<file path="config.mk">
export PLATFORM = sky130hd
export DESIGN_NAME = mfs_supervisor
export DESIGN_NICKNAME = d
export VERILOG_FILES = /design/src/rtl/mfs_pkg.sv /design/src/rtl/mfs_led_if.sv /design/src/rtl/mfs_led.sv /design/src/rtl/mfs_supervisor.sv
export VERILOG_INCLUDE_DIRS = /design/src /design/src/rtl
export SDC_FILE = /design/constraint.sdc
export NUM_CORES = 1
export LEC_CHECK = 0
export BUFFER_PORTS_ARGS = -buffer_cell sky130_fd_sc_hd__clkbuf_2
export CORE_MARGIN = 8
export CORE_UTILIZATION = 60
export CTS_BUF_LIST = sky130_fd_sc_hd__clkbuf_4 sky130_fd_sc_hd__clkbuf_8
export DETAILED_ROUTE_END_ITERATION = 8
export PLACE_DENSITY = 0.92
export REMOVE_ABC_BUFFERS = 1
export SYNTH_ARGS = -nofsm -noshare
export SYNTH_HDL_FRONTEND = slang
export SYNTH_SLANG_ARGS = --single-unit
</file>
<file path="constraint.sdc">
create_clock -name clk -period 16 [get_ports clk]
set_input_delay 3.2 -clock clk [delete_from_list [all_inputs] [get_ports clk]]
set_output_delay 3.2 -clock clk [all_outputs]
set_load 0.1 [all_outputs]
</file>
<file path="src/rtl/mfs_defs.svh">
// constants of the motor starter fault supervisor
`ifndef MFS_DEFS_SVH
`define MFS_DEFS_SVH

// clock and timebase
`define MFS_CLK_NS      10
`define MFS_TICK_NS     1000000
// times in milliseconds
`define MFS_OC_MS       11'd1000
`define MFS_AUTO_MS     11'd1000
`define MFS_FLASH_MS    10'd250
`define MFS_GAP_MS      10'd1000
`define MFS_S_TO_MS     18'd1000

// thresholds, currents in 0.1 A, frequency in 0.1 Hz, supply in Vac
`define MFS_SC_PCT      24'd30
`define MFS_FULL_PCT    24'd100
`define MFS_UV_VAC      9'd93
`define MFS_F_LO        10'd450
`define MFS_F_HI        10'd660
`define MFS_PB_LIM0     16'd375
`define MFS_PB_LIM1     16'd2000
`define MFS_PB_LIM2     16'd2600
`define MFS_PB_LIM3     16'd4000
`define MFS_PB_LIM4     16'd8240

// register offsets
`define MFS_REG_STATUS  4'h0
`define MFS_REG_MASK    4'h4
`define MFS_REG_CODE    4'h8
`define MFS_REG_CTRL    4'hc

// fault bit positions in status, mask and detect vectors; MFS_B_SWBLK is the block bit of the control register
`define MFS_NFLT        11
`define MFS_B_OVL       0
`define MFS_B_SC        1
`define MFS_B_STO       2
`define MFS_B_STALL     3
`define MFS_B_OC        4
`define MFS_B_SEQ       5
`define MFS_B_UV        6
`define MFS_B_BYP       7
`define MFS_B_PBOC      8
`define MFS_B_FREQ      9
`define MFS_B_SHORT     10
`define MFS_B_SWBLK     0

// reset values
`define MFS_MASK_RST    11'h000
`define MFS_CTRL_RST    1'b0

`endif

</file>
<file path="src/rtl/mfs_pkg.sv">
// types of the motor starter fault supervisor
package mfs_pkg;
   // starting state reported by the starter sequencer
   typedef enum logic [1:0] {
      MFS_RUN_STOP   = 2'b00,
      MFS_RUN_RAMP   = 2'b01,
      MFS_RUN_PREBYP = 2'b11,
      MFS_RUN_FULL   = 2'b10
   } mfs_run_e;

   // supervisor state
   typedef enum logic [1:0] {
      MFS_SV_INIT = 2'b00,
      MFS_SV_MON  = 2'b01,
      MFS_SV_TRIP = 2'b11
   } mfs_sv_e;

   // latched fault code
   typedef enum logic [7:0] {
      MFS_F_NONE  = 8'h00,
      MFS_F_OVL   = 8'h05,
      MFS_F_SC    = 8'h13,
      MFS_F_STO   = 8'h3e,
      MFS_F_STALL = 8'h3f,
      MFS_F_OC    = 8'h42,
      MFS_F_SEQ   = 8'h43,
      MFS_F_UV    = 8'h46,
      MFS_F_BYP   = 8'h47,
      MFS_F_PBOC  = 8'h48,
      MFS_F_FREQ  = 8'h4b,
      MFS_F_SHORT = 8'h4d
   } mfs_code_e;
endpackage

</file>
<file path="src/rtl/mfs_led_if.sv">
// link between the supervisor and its led pattern generator
interface mfs_led_if;
   import mfs_pkg::*;
   logic      tick;
   logic      tripped;
   logic      ready;
   mfs_code_e code;
   logic      fault_led;
   logic      ready_led;
   logic      overload_led;
   logic      stall_led;
   logic      overcurrent_led;
   logic      phase_seq_led;
   modport sup (output tick, tripped, ready, code,
                input  fault_led, ready_led, overload_led, stall_led,
                       overcurrent_led, phase_seq_led);
   modport led (input  tick, tripped, ready, code,
                output fault_led, ready_led, overload_led, stall_led,
                       overcurrent_led, phase_seq_led);
endinterface

</file>
<file path="src/rtl/mfs_led.sv">
// led flash pattern generator of the fault supervisor
`include "mfs_defs.svh"
module mfs_led
   import mfs_pkg::*;
(
   // clock and reset
   input wire logic clk,
   input wire logic reset,
   // supervisor side
   mfs_led_if.led   lk
);
   logic       ded;
   logic [2:0] n;
   logic       on_q;
   logic       gap_q;
   logic [9:0] ms_q;
   logic [2:0] nfl_q;
   logic       fault_led_q;
   logic       ready_led_q;
   logic       ovl_q;
   logic       stall_q;
   logic       oc_q;
   logic       seq_q;

   // faults with their own led flash it without a count
   always_comb begin
      ded = 1'b0;
      n   = 3'd1;
      case (lk.code)
         MFS_F_OVL, MFS_F_STALL, MFS_F_OC, MFS_F_SEQ: ded = 1'b1;
         MFS_F_SC:    n = 3'd7;
         MFS_F_STO:   n = 3'd2;
         MFS_F_UV:    n = 3'd2;
         MFS_F_BYP:   n = 3'd3;
         MFS_F_PBOC:  n = 3'd4;
         MFS_F_SHORT: n = 3'd6;
         default:     n = 3'd1;
      endcase
   end

   always_ff @(posedge clk) begin
      if (reset || !lk.tripped) begin
         on_q  <= 1'b0;
         gap_q <= 1'b0;
         ms_q  <= 10'h000;
         nfl_q <= 3'h0;
      end else if (lk.tick) begin
         if (gap_q) begin
            if (ms_q == `MFS_GAP_MS - 10'd1) begin
               gap_q <= 1'b0;
               ms_q  <= 10'h000;
            end else begin
               ms_q <= ms_q + 10'd1;
            end
         end else if (ms_q == `MFS_FLASH_MS - 10'd1) begin
            ms_q <= 10'h000;
            on_q <= ~on_q;
            if (on_q && !ded) begin
               if (nfl_q + 3'd1 == n) begin
                  gap_q <= 1'b1;
                  nfl_q <= 3'h0;
               end else begin
                  nfl_q <= nfl_q + 3'd1;
               end
            end
         end else begin
            ms_q <= ms_q + 10'd1;
         end
      end
   end

   always_ff @(posedge clk) begin
      if (reset) begin
         fault_led_q <= 1'b0;
         ready_led_q <= 1'b0;
         ovl_q       <= 1'b0;
         stall_q     <= 1'b0;
         oc_q        <= 1'b0;
         seq_q       <= 1'b0;
      end else begin
         fault_led_q <= lk.tripped & ~ded & on_q;
         ready_led_q <= lk.ready | (lk.tripped & (lk.code == MFS_F_STO));
         ovl_q       <= lk.tripped & on_q & (lk.code == MFS_F_OVL);
         stall_q     <= lk.tripped & on_q & (lk.code == MFS_F_STALL);
         oc_q        <= lk.tripped & on_q & (lk.code == MFS_F_OC);
         seq_q       <= lk.tripped & on_q & (lk.code == MFS_F_SEQ);
      end
   end

   assign lk.fault_led       = fault_led_q;
   assign lk.ready_led       = ready_led_q;
   assign lk.overload_led    = ovl_q;
   assign lk.stall_led       = stall_q;
   assign lk.overcurrent_led = oc_q;
   assign lk.phase_seq_led   = seq_q;
endmodule

</file>
<file path="src/rtl/mfs_supervisor.sv">
// motor starter fault supervisor top
// What this block does
// - Overload fault when thermal accumulator passes class limit; any reset clears.
// - Thermal state saved at control power loss, restored at power return.
// - No run command and phase current above 30% rated: short fault, no auto unless a status bit of a fault that allows it is also set.
// - Current-limit start lasting past ramp time: start timeout fault.
// - Before full voltage, current above twice motor setting: stall fault.
// - At full voltage, current above twice setting over 1 s: overcurrent.
// - Synchronism interruptions out of first-second-third order: sequence fault.
// - Control supply below 93 Vac: undervoltage fault, auto reset allowed.
// - At full voltage, bypass contact failure: bypass open fault.
// - During ramp, current above model threshold: pre-bypass overcurrent.
// - Line frequency outside 45 to 66 Hz: frequency fault.
// - At switch-off with no input-output voltage difference: short fault.
// - Any fault blocks the starter and flashes leds until reset.
// - Clear by power-on, reset key, enabled auto reset, or reset input.
`include "mfs_defs.svh"
module mfs_supervisor
   import mfs_pkg::*;
#(
   parameter logic [16:0] TICK_CYC = 17'(`MFS_TICK_NS / `MFS_CLK_NS),
   parameter logic [31:0] OVL_K    = 32'd100000
)(
   // clock and reset
   input  wire logic        clk,
   input  wire logic        reset,
   // register port
   input  wire logic [3:0]  addr,
   input  wire logic [31:0] wr_data,
   input  wire logic        wr_en,
   input  wire logic        rd_en,
   output logic      [31:0] rd_data,
   output logic             irq,
   // pins, asynchronous
   input  wire logic        reset_key,
   input  wire logic        programmable_reset_input,
   input  wire logic        auto_reset_sw,
   input  wire logic        run_cmd,
   input  wire logic        sync_r,
   input  wire logic        sync_s,
   input  wire logic        sync_t,
   input  wire logic        ctrl_power_ok,
   // measurements and settings, same clock
   input  wire logic [15:0] i_phase_r,
   input  wire logic [15:0] i_phase_s,
   input  wire logic [15:0] i_phase_t,
   input  wire logic [15:0] i_rated,
   input  wire logic [15:0] i_motor_set,
   input  wire logic [2:0]  model_sel,
   input  wire logic [4:0]  thermal_class,
   input  wire logic [7:0]  ramp_time_s,
   input  wire logic        current_limit_mode,
   input  mfs_run_e         run_state,
   input  wire logic [8:0]  ctrl_supply_vac,
   input  wire logic [9:0]  line_freq,
   input  wire logic        bypass_fail,
   input  wire logic        no_volt_diff,
   // thermal state store
   output logic             nv_wr_en,
   output logic      [31:0] nv_wr_data,
   input  wire logic [31:0] nv_rd_data,
   input  wire logic        nv_rd_valid,
   // starter and indication
   output logic             starter_enable,
   output logic      [7:0]  fault_code,
   output logic             fault_led,
   output logic             ready_led,
   output logic             overload_led,
   output logic             stall_led,
   output logic             overcurrent_led,
   output logic             phase_seq_led
);
   localparam int NF = `MFS_NFLT;
   localparam logic [NF-1:0] AUTO_OK = 11'b01111011101;

   mfs_led_if lk ();

   logic [7:0]    s1_q, s2_q, s3_q;
   logic [16:0]   div_q;
   logic          tick;
   mfs_sv_e       sv_q;
   mfs_code_e     code_q, code_d;
   logic [NF-1:0] det, sts_q, mask_q;
   logic          swblk_q;
   logic [31:0]   acc_q;
   logic [10:0]   oc_ms_q;
   logic [17:0]   ramp_ms_q;
   logic [10:0]   auto_ms_q;
   logic [1:0]    last_q;
   logic          last_v_q;
   logic [15:0]   imax, pb_lim;
   logic          over2, sc_over, seq_err, clr;
   logic          key_rise, prog_rise, run_fall, pwr_fall;
   logic [2:0]    ph_ev;

   // two flip-flop synchronisers, third stage only for edges
   always_ff @(posedge clk) begin
      if (reset) begin
         s1_q <= 8'h00;
         s2_q <= 8'h00;
         s3_q <= 8'h00;
      end else begin
         s1_q <= {ctrl_power_ok, sync_t, sync_s, sync_r, run_cmd,
                  auto_reset_sw, programmable_reset_input, reset_key};
         s2_q <= s1_q;
         s3_q <= s2_q;
      end
   end
   assign key_rise  = s2_q[0] & ~s3_q[0];
   assign prog_rise = s2_q[1] & ~s3_q[1];
   assign run_fall  = ~s2_q[3] & s3_q[3];
   assign ph_ev     = s2_q[6:4] & ~s3_q[6:4];
   assign pwr_fall  = ~s2_q[7] & s3_q[7];

   // millisecond tick
   always_ff @(posedge clk) begin
      if (reset || div_q == TICK_CYC - 17'd1) begin
         div_q <= 17'h00000;
      end else begin
         div_q <= div_q + 17'd1;
      end
   end
   assign tick = (div_q == TICK_CYC - 17'd1);

   always_comb begin
      imax = (i_phase_r > i_phase_s) ? i_phase_r : i_phase_s;
      imax = (i_phase_t > imax) ? i_phase_t : imax;
      case (model_sel)
         3'd0:    pb_lim = `MFS_PB_LIM0;
         3'd1:    pb_lim = `MFS_PB_LIM1;
         3'd2:    pb_lim = `MFS_PB_LIM2;
         3'd3:    pb_lim = `MFS_PB_LIM3;
         default: pb_lim = `MFS_PB_LIM4;
      endcase
   end
   assign over2   = {1'b0, imax} > {i_motor_set, 1'b0};
   assign sc_over = 24'(imax) * `MFS_FULL_PCT > 24'(i_rated) * `MFS_SC_PCT;

   // thermal accumulator, a plain excess integrator with unit decay
   always_ff @(posedge clk) begin
      if (reset) begin
         acc_q <= 32'h00000000;
      end else if (sv_q == MFS_SV_INIT && nv_rd_valid) begin
         acc_q <= nv_rd_data;
      end else if (tick && imax > i_motor_set) begin
         acc_q <= acc_q + 32'(imax - i_motor_set);
      end else if (tick && acc_q != 32'h00000000) begin
         acc_q <= acc_q - 32'd1;
      end
   end

   // save on the falling edge of control power, before the rail dies
   always_ff @(posedge clk) begin
      if (reset) begin
         nv_wr_en   <= 1'b0;
         nv_wr_data <= 32'h00000000;
      end else begin
         nv_wr_en <= pwr_fall;
         if (pwr_fall) begin
            nv_wr_data <= acc_q;
         end
      end
   end

   // timers
   always_ff @(posedge clk) begin
      if (reset || run_state != MFS_RUN_FULL || !over2) begin
         oc_ms_q <= 11'h000;
      end else if (tick && oc_ms_q <= `MFS_OC_MS) begin
         oc_ms_q <= oc_ms_q + 11'd1;
      end
   end

   always_ff @(posedge clk) begin
      if (reset || run_state != MFS_RUN_RAMP || !current_limit_mode) begin
         ramp_ms_q <= 18'h00000;
      end else if (tick && ramp_ms_q != 18'h3ffff) begin
         ramp_ms_q <= ramp_ms_q + 18'd1;
      end
   end

   always_ff @(posedge clk) begin
      if (reset || sv_q != MFS_SV_TRIP) begin
         auto_ms_q <= 11'h000;
      end else if (tick && auto_ms_q != `MFS_AUTO_MS) begin
         auto_ms_q <= auto_ms_q + 11'd1;
      end
   end

   // phase order tracking r, s, t
   always_comb begin
      seq_err = 1'b0;
      if (last_v_q) begin
         case (last_q)
            2'd0:    seq_err = ph_ev[0] | ph_ev[2];
            2'd1:    seq_err = ph_ev[1] | ph_ev[0];
            default: seq_err = ph_ev[2] | ph_ev[1];
         endcase
      end
   end
   always_ff @(posedge clk) begin
      if (reset || sv_q != MFS_SV_MON) begin
         last_q   <= 2'd0;
         last_v_q <= 1'b0;
      end else if (ph_ev != 3'b000) begin
         last_v_q <= 1'b1;
         last_q   <= ph_ev[2] ? 2'd2 : (ph_ev[1] ? 2'd1 : 2'd0);
      end
   end

   // fault detection
   always_comb begin
      det = '0;
      det[`MFS_B_OVL]   = acc_q > 32'(thermal_class) * OVL_K;
      det[`MFS_B_SC]    = ~s2_q[3] & sc_over;
      det[`MFS_B_STO]   = ramp_ms_q > 18'(ramp_time_s) * `MFS_S_TO_MS;
      det[`MFS_B_STALL] = run_state != MFS_RUN_FULL & over2;
      det[`MFS_B_OC]    = oc_ms_q > `MFS_OC_MS;
      det[`MFS_B_SEQ]   = seq_err;
      det[`MFS_B_UV]    = ctrl_supply_vac < `MFS_UV_VAC;
      det[`MFS_B_BYP]   = run_state == MFS_RUN_FULL & bypass_fail;
      det[`MFS_B_PBOC]  = run_state == MFS_RUN_RAMP & imax > pb_lim;
      det[`MFS_B_FREQ]  = line_freq < `MFS_F_LO | line_freq > `MFS_F_HI;
      det[`MFS_B_SHORT] = run_fall & no_volt_diff;
   end

   // lowest bit wins when several appear together
   localparam mfs_code_e CODES [NF] = '{MFS_F_OVL, MFS_F_SC, MFS_F_STO,
      MFS_F_STALL, MFS_F_OC, MFS_F_SEQ, MFS_F_UV, MFS_F_BYP, MFS_F_PBOC,
      MFS_F_FREQ, MFS_F_SHORT};
   always_comb begin
      code_d = MFS_F_NONE;
      for (int i = NF - 1; i >= 0; i--) begin
         if (det[i]) begin
            code_d = CODES[i];
         end
      end
   end

   // clear sources; auto reset only while a status bit of a fault that allows it is set
   assign clr = key_rise | prog_rise |
                (s2_q[2] & (auto_ms_q == `MFS_AUTO_MS) &
                 |(AUTO_OK & sts_q));

   always_ff @(posedge clk) begin
      if (reset) begin
         sv_q   <= MFS_SV_INIT;
         code_q <= MFS_F_NONE;
      end else begin
         case (sv_q)
            MFS_SV_INIT: begin
               if (nv_rd_valid) begin
                  sv_q <= MFS_SV_MON;
               end
            end
            MFS_SV_MON: begin
               if (det != '0) begin
                  sv_q   <= MFS_SV_TRIP;
                  code_q <= code_d;
               end
            end
            MFS_SV_TRIP: begin
               if (clr) begin
                  sv_q   <= MFS_SV_MON;
                  code_q <= MFS_F_NONE;
               end
            end
            default: sv_q <= MFS_SV_INIT;
         endcase
      end
   end

   always_ff @(posedge clk) begin
      if (reset) begin
         starter_enable <= 1'b0;
      end else begin
         starter_enable <= sv_q == MFS_SV_MON && det == '0 && !swblk_q;
      end
   end
   assign fault_code = code_q;

   // registers: status is write one to clear, a new event wins
   always_ff @(posedge clk) begin
      if (reset) begin
         sts_q   <= '0;
         mask_q  <= `MFS_MASK_RST;
         swblk_q <= `MFS_CTRL_RST;
      end else begin
         sts_q <= (sts_q & ~((wr_en && addr == `MFS_REG_STATUS) ?
                             wr_data[NF-1:0] : '0)) |
                  (det & {NF{sv_q == MFS_SV_MON}});
         if (wr_en && addr == `MFS_REG_MASK) begin
            mask_q <= wr_data[NF-1:0];
         end
         if (wr_en && addr == `MFS_REG_CTRL) begin
            swblk_q <= wr_data[`MFS_B_SWBLK];
         end
      end
   end

   always_ff @(posedge clk) begin
      if (reset || !rd_en) begin
         rd_data <= 32'h00000000;
      end else begin
         case (addr)
            `MFS_REG_STATUS: rd_data <= {21'h0, sts_q};
            `MFS_REG_MASK:   rd_data <= {21'h0, mask_q};
            `MFS_REG_CODE:   rd_data <= {23'h0, sv_q == MFS_SV_TRIP, code_q};
            `MFS_REG_CTRL:   rd_data <= {31'h0, swblk_q};
            default:         rd_data <= 32'h00000000;
         endcase
      end
   end
   assign irq = |(sts_q & mask_q);

   // led patterns
   assign lk.tick    = tick;
   assign lk.tripped = sv_q == MFS_SV_TRIP;
   assign lk.ready   = sv_q == MFS_SV_MON;
   assign lk.code    = code_q;
   mfs_led u_led (
      .clk   (clk),
      .reset (reset),
      .lk    (lk)
   );
   assign fault_led       = lk.fault_led;
   assign ready_led       = lk.ready_led;
   assign overload_led    = lk.overload_led;
   assign stall_led       = lk.stall_led;
   assign overcurrent_led = lk.overcurrent_led;
   assign phase_seq_led   = lk.phase_seq_led;
endmodule

</file>
# Word level (Yosys, flattened, before mapping)
# Cells that the tools add are included.
[op_classes] addsub=9 multipliers=4 div_mod_pow=0 magnitude_cmp=13 n_eq_ne=35 shifts=0 n_mux=41 bitwise=40 n_reduce_logical=45
[ops] cell="32-bit two-way mux" count=3
[ops] cell="8-bit two-way mux" count=12
[ops] cell="16-bit greater-than comparator" count=4
[ops] cell="14-bit one-hot mux with 4 select lines" count=1
[ops] cell="8-bit by 7-bit == test with 1-bit output, second input constant" count=6
[ops] cell="11-bit one-hot mux with 4 select lines" count=1
[ops] cell="11-bit AND" count=3
[ops] cell="32-bit adder" count=1
[ops] cell="32-bit by 22-bit greater-than comparator with 1-bit output" count=1
[ops] cell="16-bit two-way mux" count=2
[ops] cell="32-bit nonzero test" count=1
[ops] cell="32-bit by 1-bit subtractor with 32-bit output, second input constant" count=1
[ops] cell="10-bit two-way mux" count=3
[ops] cell="23-bit by 21-bit greater-than comparator with 1-bit output" count=1
[ops] cell="11-bit by 1-bit adder with 11-bit output, second input constant" count=2
[ops] cell="16-bit by 5-bit multiplier with 21-bit output, second input constant" count=1
[ops] cell="16-bit by 4-bit multiplier with 20-bit output, second input constant" count=1
[ops] cell="1-bit AND" count=19
[ops] cell="18-bit by 1-bit adder with 18-bit output, second input constant" count=1
[ops] cell="18-bit greater-than comparator" count=1
[ops] cell="18-bit != test, second input constant" count=1
[ops] cell="17-bit by 1-bit adder with 17-bit output, second input constant" count=1
[ops] cell="17-bit == test, second input constant" count=1
[ops] cell="16-bit by 17-bit greater-than comparator with 1-bit output" count=1
[ops] cell="other kinds (57)" count=118
[totals] regBits=236 latchBits=0 ramBits=0 romBits=0 inputBits=201 output_inout_bits=81 word_cells=216 memories=0

# Longest topological paths before layout
# Gate-level depths: netlist of run 1.
[depth] word_depth=17 depth_mapped=54

# Modules after synthesis
# Synthesis of run 1 repeated with hierarchy kept, for this count alone.
[hier_totals] cells_unflattened=2391 hier_area_um2=19625.1
[by_module_without_submodules] module="mfs_supervisor" n_inst=1 cells_each=2242 area_per_inst_um2=18426.4 seq_area_each_um2=3843.7
[by_module_without_submodules] module="mfs_led" n_inst=1 cells_each=149 area_per_inst_um2=1198.6 seq_area_each_um2=420.4

# Worst setup path before layout of run 1
# OpenSTA, ideal clock, no wires.
[synth_timing] path_type="in2reg" from="in i_phase_s[14]" to="reg acc_q[31]" setup_ns=0.074 arrival_time_ns=13.663 t_required_ns=15.926 path_slack_ns=2.263 path_stages=51 n_path_buf=4 path_cell_list="inv_1 -> ha_1 -> nand4_1 -> or4_4 -> a21oi_2 -> nor3_1 -> nor2_1 -> clkbuf_1 -> nor2_1 -> a21oi_1 -> ha_1 -> a21o_1 -> a21o_1 -> a21o_1 -> a21oi_1 -> o21ai_0 -> a311oi_1 -> a21oi_1 -> [... 15 more ...] -> a211oi_1 -> clkbuf_1 -> nand2_1 -> ha_1 -> a21o_1 -> a2111oi_0 -> nand4bb_1 -> a21boi_0 -> o311ai_1 -> nand2_1 -> nor4b_1 -> o31ai_1 -> or4_1 -> a31o_2 -> a21oi_1 -> xnor2_1 -> or3b_1 -> a31oi_1"
[synth_via] elab_chain_len=8
[synth_lines] element="start, declared" line_no="mfs_supervisor.sv:45" text="input wire logic [15:0] i_phase_s,"
[synth_lines] element="16-bit greater-than comparator" line_no="mfs_supervisor.sv:126" text="imax = (i_phase_r > i_phase_s) ? i_phase_r : i_phase_s;"
[synth_lines] element="16-bit two-way mux *" line_no="mfs_supervisor.sv:126"
[synth_lines] element="16-bit greater-than comparator" line_no="mfs_supervisor.sv:127" text="imax = (i_phase_t > imax) ? i_phase_t : imax;"
[synth_lines] element="16-bit two-way mux *" line_no="mfs_supervisor.sv:127"
[synth_lines] element="16-bit by 16-bit subtractor with 17-bit output or 16-bit greater-than comparator (tied branches)" line_no="mfs_supervisor.sv:146, mfs_supervisor.sv:145"
[synth_lines] element="32-bit adder or 1-bit logical AND (tied branches)" line_no="mfs_supervisor.sv:146, mfs_supervisor.sv:145"
[synth_lines] element="32-bit two-way mux" line_no="mfs_supervisor.sv:145" text="end else if (tick && imax > i_motor_set) begin"
[synth_lines] element="32-bit two-way mux" line_no="mfs_supervisor.sv:143" text="end else if (sv_q == MFS_SV_INIT && nv_rd_valid) begin"
[synth_lines] element="end signal, assigned" line_no="mfs_supervisor.sv:144" text="acc_q <= nv_rd_data;"
[synth_lines] element="end signal, assigned" line_no="mfs_supervisor.sv:146" text="acc_q <= acc_q + 32'(imax - i_motor_set);"
[synth_lines] element="end signal, assigned" line_no="mfs_supervisor.sv:148" text="acc_q <= acc_q - 32'd1;"
[synth_lines] element="end, declared" line_no="mfs_supervisor.sv:85" text="logic [31:0] acc_q;"
# Mark *: on every way between the ends. The rest lies on a longest branch, timed or not.
# A chain may end at the register's enable or synchronous reset.

# Worst setup path after layout of run 1
# Ends and elaborated chain as after synthesis.

==> results of run 1 <==
through the flow:
step           power, mW  cell area, sq um
2_1_floorplan       2.04             18900
3_3_place_gp        2.37             20600
3_5_place_dp        2.51             20600
4_1_cts             3.02             21400
5_1_grt             3.30             21400
6_report            3.04             21400
synthesized netlist by cell type, types with 28 or more instances:
| library cell | n |
|---|---|
| nand2b_1 | 28 |
| nor3_1 | 35 |
| xnor2_1 | 75 |
| dfxtp_1 | 213 |
| nand2_1 | 244 |
| inv_1 | 200 |
| nand4_1 | 40 |
| clkbuf_1 | 48 |
| nor2b_1 | 49 |
| a211oi_1 | 35 |
| a21o_1 | 60 |
| o21ai_0 | 103 |
| xor2_1 | 62 |
| nand3_1 | 66 |
| ha_1 | 302 |
| nor2_1 | 215 |
| a21oi_1 | 187 |
| fa_1 | 65 |
area by class of cell:
cell class                      instances  area (sq um)  share of cell area
Tap cell                              402           503              0.0235
Sequential cell                       213          4260               0.199
Multi-Input combinational cell       1885         13900               0.648
Antenna cell                            1          2.50            0.000117
Clock inverter                          7           105             0.00491
Clock buffer                           52           634              0.0297
Timing Repair Buffer                  247          1260              0.0590
Inverter                              201           754              0.0353
cell families (layout without fill, tap and decap cells):
logic type               after synthesis  in the layout  synth area share
XOR/XNOR                             137            137            0.0625
buffers and inverters                283            507            0.0605
multiplexers                          10             10           0.00528
other                                  1             23          0.000195
flip-flops                           213            213             0.222
AND/OR/NAND/NOR                      796            796             0.198
AO/OA/AOI/OAI                        552            552             0.186
adder cells (fa/ha/maj)              368            368             0.265
state kept, by name, indices dropped and copies added (netlist names), 17 cells and up:
name        count
div_q          17
ramp_ms_q      18
acc_q          32
nv_wr_data     32
power breakdown:
part	total, mW	leakage [nW]	switching [mW]	internal (mW)
Combinational	1.96	7.75	1.13	0.827
Sequential	0.576	1.73	0.0263	0.550
Clock	0.505	0.384	0.217	0.288
routing by layer:
| metal | GRT usage | vias to the layer above |
|---|---|---|
| met5 | 0 | - |
| met4 | 0.123 | 2 |
| met3 | 0.0451 | 168 |
| met2 | 0.477 | 776 |
| met1 | 0.307 | 8487 |
| li1 | - | 8709 |
critical path: cells and delay by family:
| kind | cells | cell delay, ps |
|---|---|---|
| XOR/XNOR | 1 | 130 |
| buffers and inverters | 5 | 920 |
| multiplexers | 1 | 500 |
| adder cells (fa/ha/maj) | 4 | 1120 |
| AO/OA/AOI/OAI | 28 | 6110 |
| AND/OR/NAND/NOR | 13 | 3060 |
cells in the final DEF (no fill, tap or decap), types with 22 or more instances in the layout:
cell type	instances
ha_1	302
o21ai_0	103
nand2_1	244
o21a_1	22
fa_1	65
clkbuf_2	237
nand3_1	66
xor2_1	62
xnor2_1	75
a21oi_1	187
inv_1	200
conb_1	22
nand4_1	40
dfxtp_1	213
nand2b_1	28
a21o_1	60
nor2b_1	48
nor2_1	215
a211oi_1	34
nor3_1	35
clkbuf_8	39
worst min path at each step:
stage	to	slack [ps]	cells after the start
after floorplan	oc_ms_q[10]$_SDFFE_PP0P_	410	2
after global placement	s2_q[3]$_SDFF_PP0_	420	1
after detailed placement	s2_q[6]$_SDFF_PP0_	430	1
after global routing	s2_q[6]$_SDFF_PP0_	450	1
final	s2_q[6]$_SDFF_PP0_	440	1
after CTS	s2_q[6]$_SDFF_PP0_	440	1
==> run_results.csv, run 1 <==
group,metric,value,unit
synth,async_flop_share,0,
cts,cts-resized-gates,0,
synth,syn_inst,2360,
global_route,grt_max_degree,72,
setup_path,crit_arrival,15080,ps
cts,clkTransAtPathRegs,60,ps
setup_path,timing.reg2reg.setup_slack,9320,ps
setup_path,reg2reg_depth,24,
detailed_routing,met1Wirelength,21100,um
finish,fin_nets,3151,
cts,cts_htree_levels,2,
detailed_routing,drt_iter0_drc,1355,
synth,synth-seq-cells,213,
min_path,hold_class,"reg -> reg",
setup_path,crit_path_end,"acc_q[31]$_SDFFE_PP0P_",
min_path,hold_start,"s1_q[6]$_SDFF_PP0_",
synth,syn_avg_cell_area,8.13,sq um
finish,fillers,2505,
setup_path,required,16450,ps
placement,place.gp.congestion,0.962,
setup_path,worst_setup_path_end_kind,"flip-flop",
timing,final.period_utilization,0.914,
floorplan,rows,65,
placement,place_ws,1140,ps
synth,ys_warn_count,0,
floorplan,die_w,195,um
setup_path,critPathMaxFanout,30,
synth,synth.area.top_cells,"dfxtp_1, ha_1, fa_1, a21oi_1, nand2_1",
pwr,power_leakage,9.86,nW
setup_path,timing.rr.end,"acc_q[30]$_SDFFE_PP0P_",
floorplan,initial_utilization,0.608,
timing,final-hold-violation-count,0,
cts,cts_sinks,213,
timing,setup_viol,0,
placement,post-dp-hpwl,42700,um
setup_path,critPathLaunchType,"input pin",
setup_path,cp-startpoint,"i_phase_s[14]",
synth,synth_top_area_frac,0.222,
timing,drv_slew,0,
timing,whs,435,ps
floorplan,die_area,0.0380,sq mm
cts,insertion_delay,540,ps
timing,rsz0062_at_grt,"no",
floorplan,pin_count,282,
timing,fmax,0.0683,GHz
floorplan,core-area,0.0316,sq mm
cts,clk_path_buf_depth,3,
cts,cts_tree,"yes",
detailed_routing,routed_wl,52800,um
detailed_routing,dr_wl_met3,3670,um
cts,cts_setup_buffers,0,
synth,yosys.area.top_type,"dfxtp_1",
finish,drive_gt1_frac,0.129,
setup_path,criticalPathCategory,"in -> reg",
timing,post-route-worst-setup-slack,1370,ps
detailed_routing,first_pass_iters,6,
global_route,grt_usage,0.267,
global_route,grt_pass1_vias,18433,
pwr,power_density,142,mW/mm^2
pwr,irDropWorstVdd,0.240,mV
synth,yosysUniqueCellTypes,87,
detailed_routing,top_layer,"met5",
timing,fin_skew,35.8,ps
synth,synth_edf_count,0,
finish,area_growth,11.5,%
cts,cts_made_buffers,35,
timing,fin_setup_tns,0,ps
detailed_routing,vias,18142,
finish,post-route-util,0.678,
placement,port_buffers,238,
finish,fin_cells,3008,
global_route,grt.overflow.total,0,
global_route,grt_pass1_wl,86300,um
timing,fin_crit,14630,ps
detailed_routing,remaining_drc_errors,0,
timing,worst_slew_pin_slew,1240,ps
synth,seq_area_frac_synth,0.222,
synth,ys.flop_type,"dfxtp_1",
cts,hold_buffers,0,
run_status,status,"finished, final reports clean",
setup_path,crit_top_cell,"a21oi_1",
timing,slew_headroom,0.171,
detailed_routing,ant_nets,0,
global_route,grt_antenna_before_repair,2,
cts,cts-root-buf,"clkbuf_8",
synth,synth_area,0.0192,sq mm
floorplan,die_h,195,um
detailed_routing,via_per_inst,6.03,
detailed_routing,met2WireLength,25700,um
placement,dp_cells,2948,
setup_path,slowest_stage,"a2111oi_0",
setup_path,critPathMaxStageDelay,670,ps
setup_path,r2r-start,"div_q[3]$_SDFF_PP0_",
detailed_routing,wire_per_inst,17.5,um
run,cap_violations,0,
(Power assumes the default switching activity.)
==> run 2, diff against run 1 <==
--- a/config.mk
+++ b/config.mk
@@ -11,8 +11,10 @@
 export CORE_UTILIZATION = 60
 export CTS_BUF_LIST = sky130_fd_sc_hd__clkbuf_4 sky130_fd_sc_hd__clkbuf_8
 export DETAILED_ROUTE_END_ITERATION = 8
+export MAX_ROUTING_LAYER = met4
 export PLACE_DENSITY = 0.92
 export REMOVE_ABC_BUFFERS = 1
+export SLEW_MARGIN = 20
 export SYNTH_ARGS = -nofsm -noshare
 export SYNTH_HDL_FRONTEND = slang
 export SYNTH_SLANG_ARGS = --single-unit
==> run 2 against run 1 <==
  * Hold slack improved by 1.2 ps
  * Register-to-register slack improved by 120 ps
  * Die area unchanged
  * Sequential share of layout area about the same
  * Utilization fell by 0.067 points
  * Maximum frequency rose by 0.31%
  * Final area is essentially flat
  * Critical path type unchanged
  * Cell count did not move
  * Critical endpoint unchanged
==> run_results.csv, run 2 (synthesis gave the netlist of run 1 again) <==
group,metric,value,unit
setup_path,critPathMaxFanout,30,
cts,clkTransAtPathRegs,60,ps
cts,cts_sinks,213,
pwr,power_leakage,9.85,nW
floorplan,core-area,0.0316,sq mm
global_route,grt_usage,0.274,
cts,cts_htree_levels,2,
cts,cts_made_buffers,34,
setup_path,timing.reg2reg.setup_slack,9440,ps
detailed_routing,vias,18201,
setup_path,crit_family,"compound AO/OA/AOI/OAI gates",
detailed_routing,wire_per_inst,17.7,um
timing,setup_viol,0,
timing,slew_headroom,0.283,
finish,drive_gt1_frac,0.128,
setup_path,crit_top_cell,"a21oi_1",
placement,post-dp-hpwl,42900,um
detailed_routing,ant_nets,0,
timing,fin_crit,14590,ps
detailed_routing,first_pass_iters,6,
setup_path,path_depth,54,
setup_path,timing.rr.end,"acc_q[30]$_SDFFE_PP0P_",
placement,dp_cells,2948,
floorplan,rows,65,
finish,post-route-util,0.677,
timing,fmax,0.0686,GHz
setup_path,critPathMaxStageDelay,610,ps
timing,fin_skew,27.0,ps
timing,post-route-worst-setup-slack,1410,ps
run,cap_violations,0,
setup_path,required,16450,ps
timing,drv_slew,0,
timing,whs,436,ps
setup_path,crit_path_end,"acc_q[31]$_SDFFE_PP0P_",
timing,final.period_utilization,0.912,
timing,worst_slew_pin_slew,1070,ps
global_route,grt_antenna_before_repair,4,
setup_path,path_buf_inv,5,
detailed_routing,via_per_inst,6.05,
cts,cts_tree,"yes",
finish,fin_cells,3008,
cts,clk_path_buf_depth,3,
finish,final_common_cell,"ha_1",
global_route,grt.overflow.total,0,
global_route,grt_pass1_vias,18300,
cts,cts-resized-gates,0,
pwr,power_density,141,mW/mm^2
setup_path,worst_setup_path_end_kind,"flip-flop",
global_route,grt_pass1_wl,86100,um
finish,final_area,0.0214,sq mm
pwr,irDropWorstVdd,0.270,mV
finish,top_regs,"acc_q x32, nv_wr_data x32, ramp_ms_q x18",
detailed_routing,remaining_drc_errors,0,
timing,fin_setup_tns,0,ps
setup_path,r2r-start,"div_q[3]$_SDFF_PP0_",
timing,rsz0062_at_grt,"no",
cts,cts-root-buf,"clkbuf_8",
cts,hold_buffers,0,
placement,place_area,0.0206,sq mm
min_path,hold_class,"reg -> reg",
detailed_routing,drt_iter0_drc,1422,
floorplan,initial_utilization,0.608,
floorplan,die_h,195,um
setup_path,criticalPathCategory,"in -> reg",
placement,place.gp.congestion,0.963,
setup_path,reg2reg_depth,24,
floorplan,die_w,195,um
floorplan,die_area,0.0380,sq mm
setup_path,crit_arrival,15040,ps
run_status,status,"finished, final reports clean",
timing,final-hold-violation-count,0,
pwr,fin_total_pwr,3.02,mW
cts,insertion_delay,540,ps
setup_path,slowest_stage,"or4_4",
placement,port_buffers,238,
setup_path,cp-startpoint,"i_phase_s[14]",
floorplan,pin_count,282,
finish,fin_nets,3150,
finish,area_growth,11.3,%
cts,cts_setup_buffers,0,
finish,layout_common_cells,"ha_1, nand2_1, clkbuf_2, nor2_1, dfxtp_1",
detailed_routing,routed_wl,53200,um
global_route,grt_max_degree,72,
placement,place_ws,1140,ps
setup_path,critPathLaunchType,"input pin",
-- run 2: worst min-delay path by stage --
| stage | start | endpoint | slack [ps] | depth (start not counted) |
|---|---|---|---|---|
| 3_3_place_gp | oc_ms_q[10]$_SDFFE_PP0P_ | oc_ms_q[10]$_SDFFE_PP0P_ | 420 | 2 |
| 2_1_floorplan | oc_ms_q[10]$_SDFFE_PP0P_ | oc_ms_q[10]$_SDFFE_PP0P_ | 410 | 2 |
| 4_1_cts | oc_ms_q[10]$_SDFFE_PP0P_ | oc_ms_q[10]$_SDFFE_PP0P_ | 440 | 2 |
| 3_5_place_dp | s1_q[6]$_SDFF_PP0_ | s2_q[6]$_SDFF_PP0_ | 420 | 1 |
| 6_report | s1_q[6]$_SDFF_PP0_ | s2_q[6]$_SDFF_PP0_ | 440 | 1 |
| 5_1_grt | s1_q[6]$_SDFF_PP0_ | s2_q[6]$_SDFF_PP0_ | 460 | 1 |
-- run 2: final cells by class --
| type | count | area, sq um |
|---|---|---|
| flip-flops and latches | 213 | 4260 |
| clock buffers | 52 | 628 |
| diodes | 4 | 10.0 |
| clock inverters | 4 | 61.3 |
| fillers | 2484 | 10200 |
| inverters | 201 | 754 |
| repair buffers | 247 | 1260 |
| multi-input cells | 1885 | 13900 |
| well taps | 402 | 503 |
-- run 2: worst reg2reg max path: cells and delay by family (launching register included) --
| family | cells | cell delay [ps] |
|---|---|---|
| buffers and inverters | 1 | 260 |
| flip-flops | 1 | 390 |
| AO/OA/AOI/OAI | 15 | 3780 |
| AND/OR/NAND/NOR | 5 | 1180 |
| XOR/XNOR | 1 | 200 |
| adder cells (fa/ha/maj) | 2 | 630 |
-- run 2: power by group --
part / internal [mW] / switching, mW / total [mW]
clock network: 0.268 / 0.217 / 0.485
logic: 0.826 / 1.13 / 1.96
registers: 0.550 / 0.0270 / 0.577
total: 1.64 / 1.37 / 3.02
-- run 2: layer usage --
metal | part of all wire | global-route usage
met1 | 0.40 | 0.306
met2 | 0.49 | 0.482
met3 | 0.073 | 0.0453
met4 | 0.040 | 0.114
met5 | 0 | -
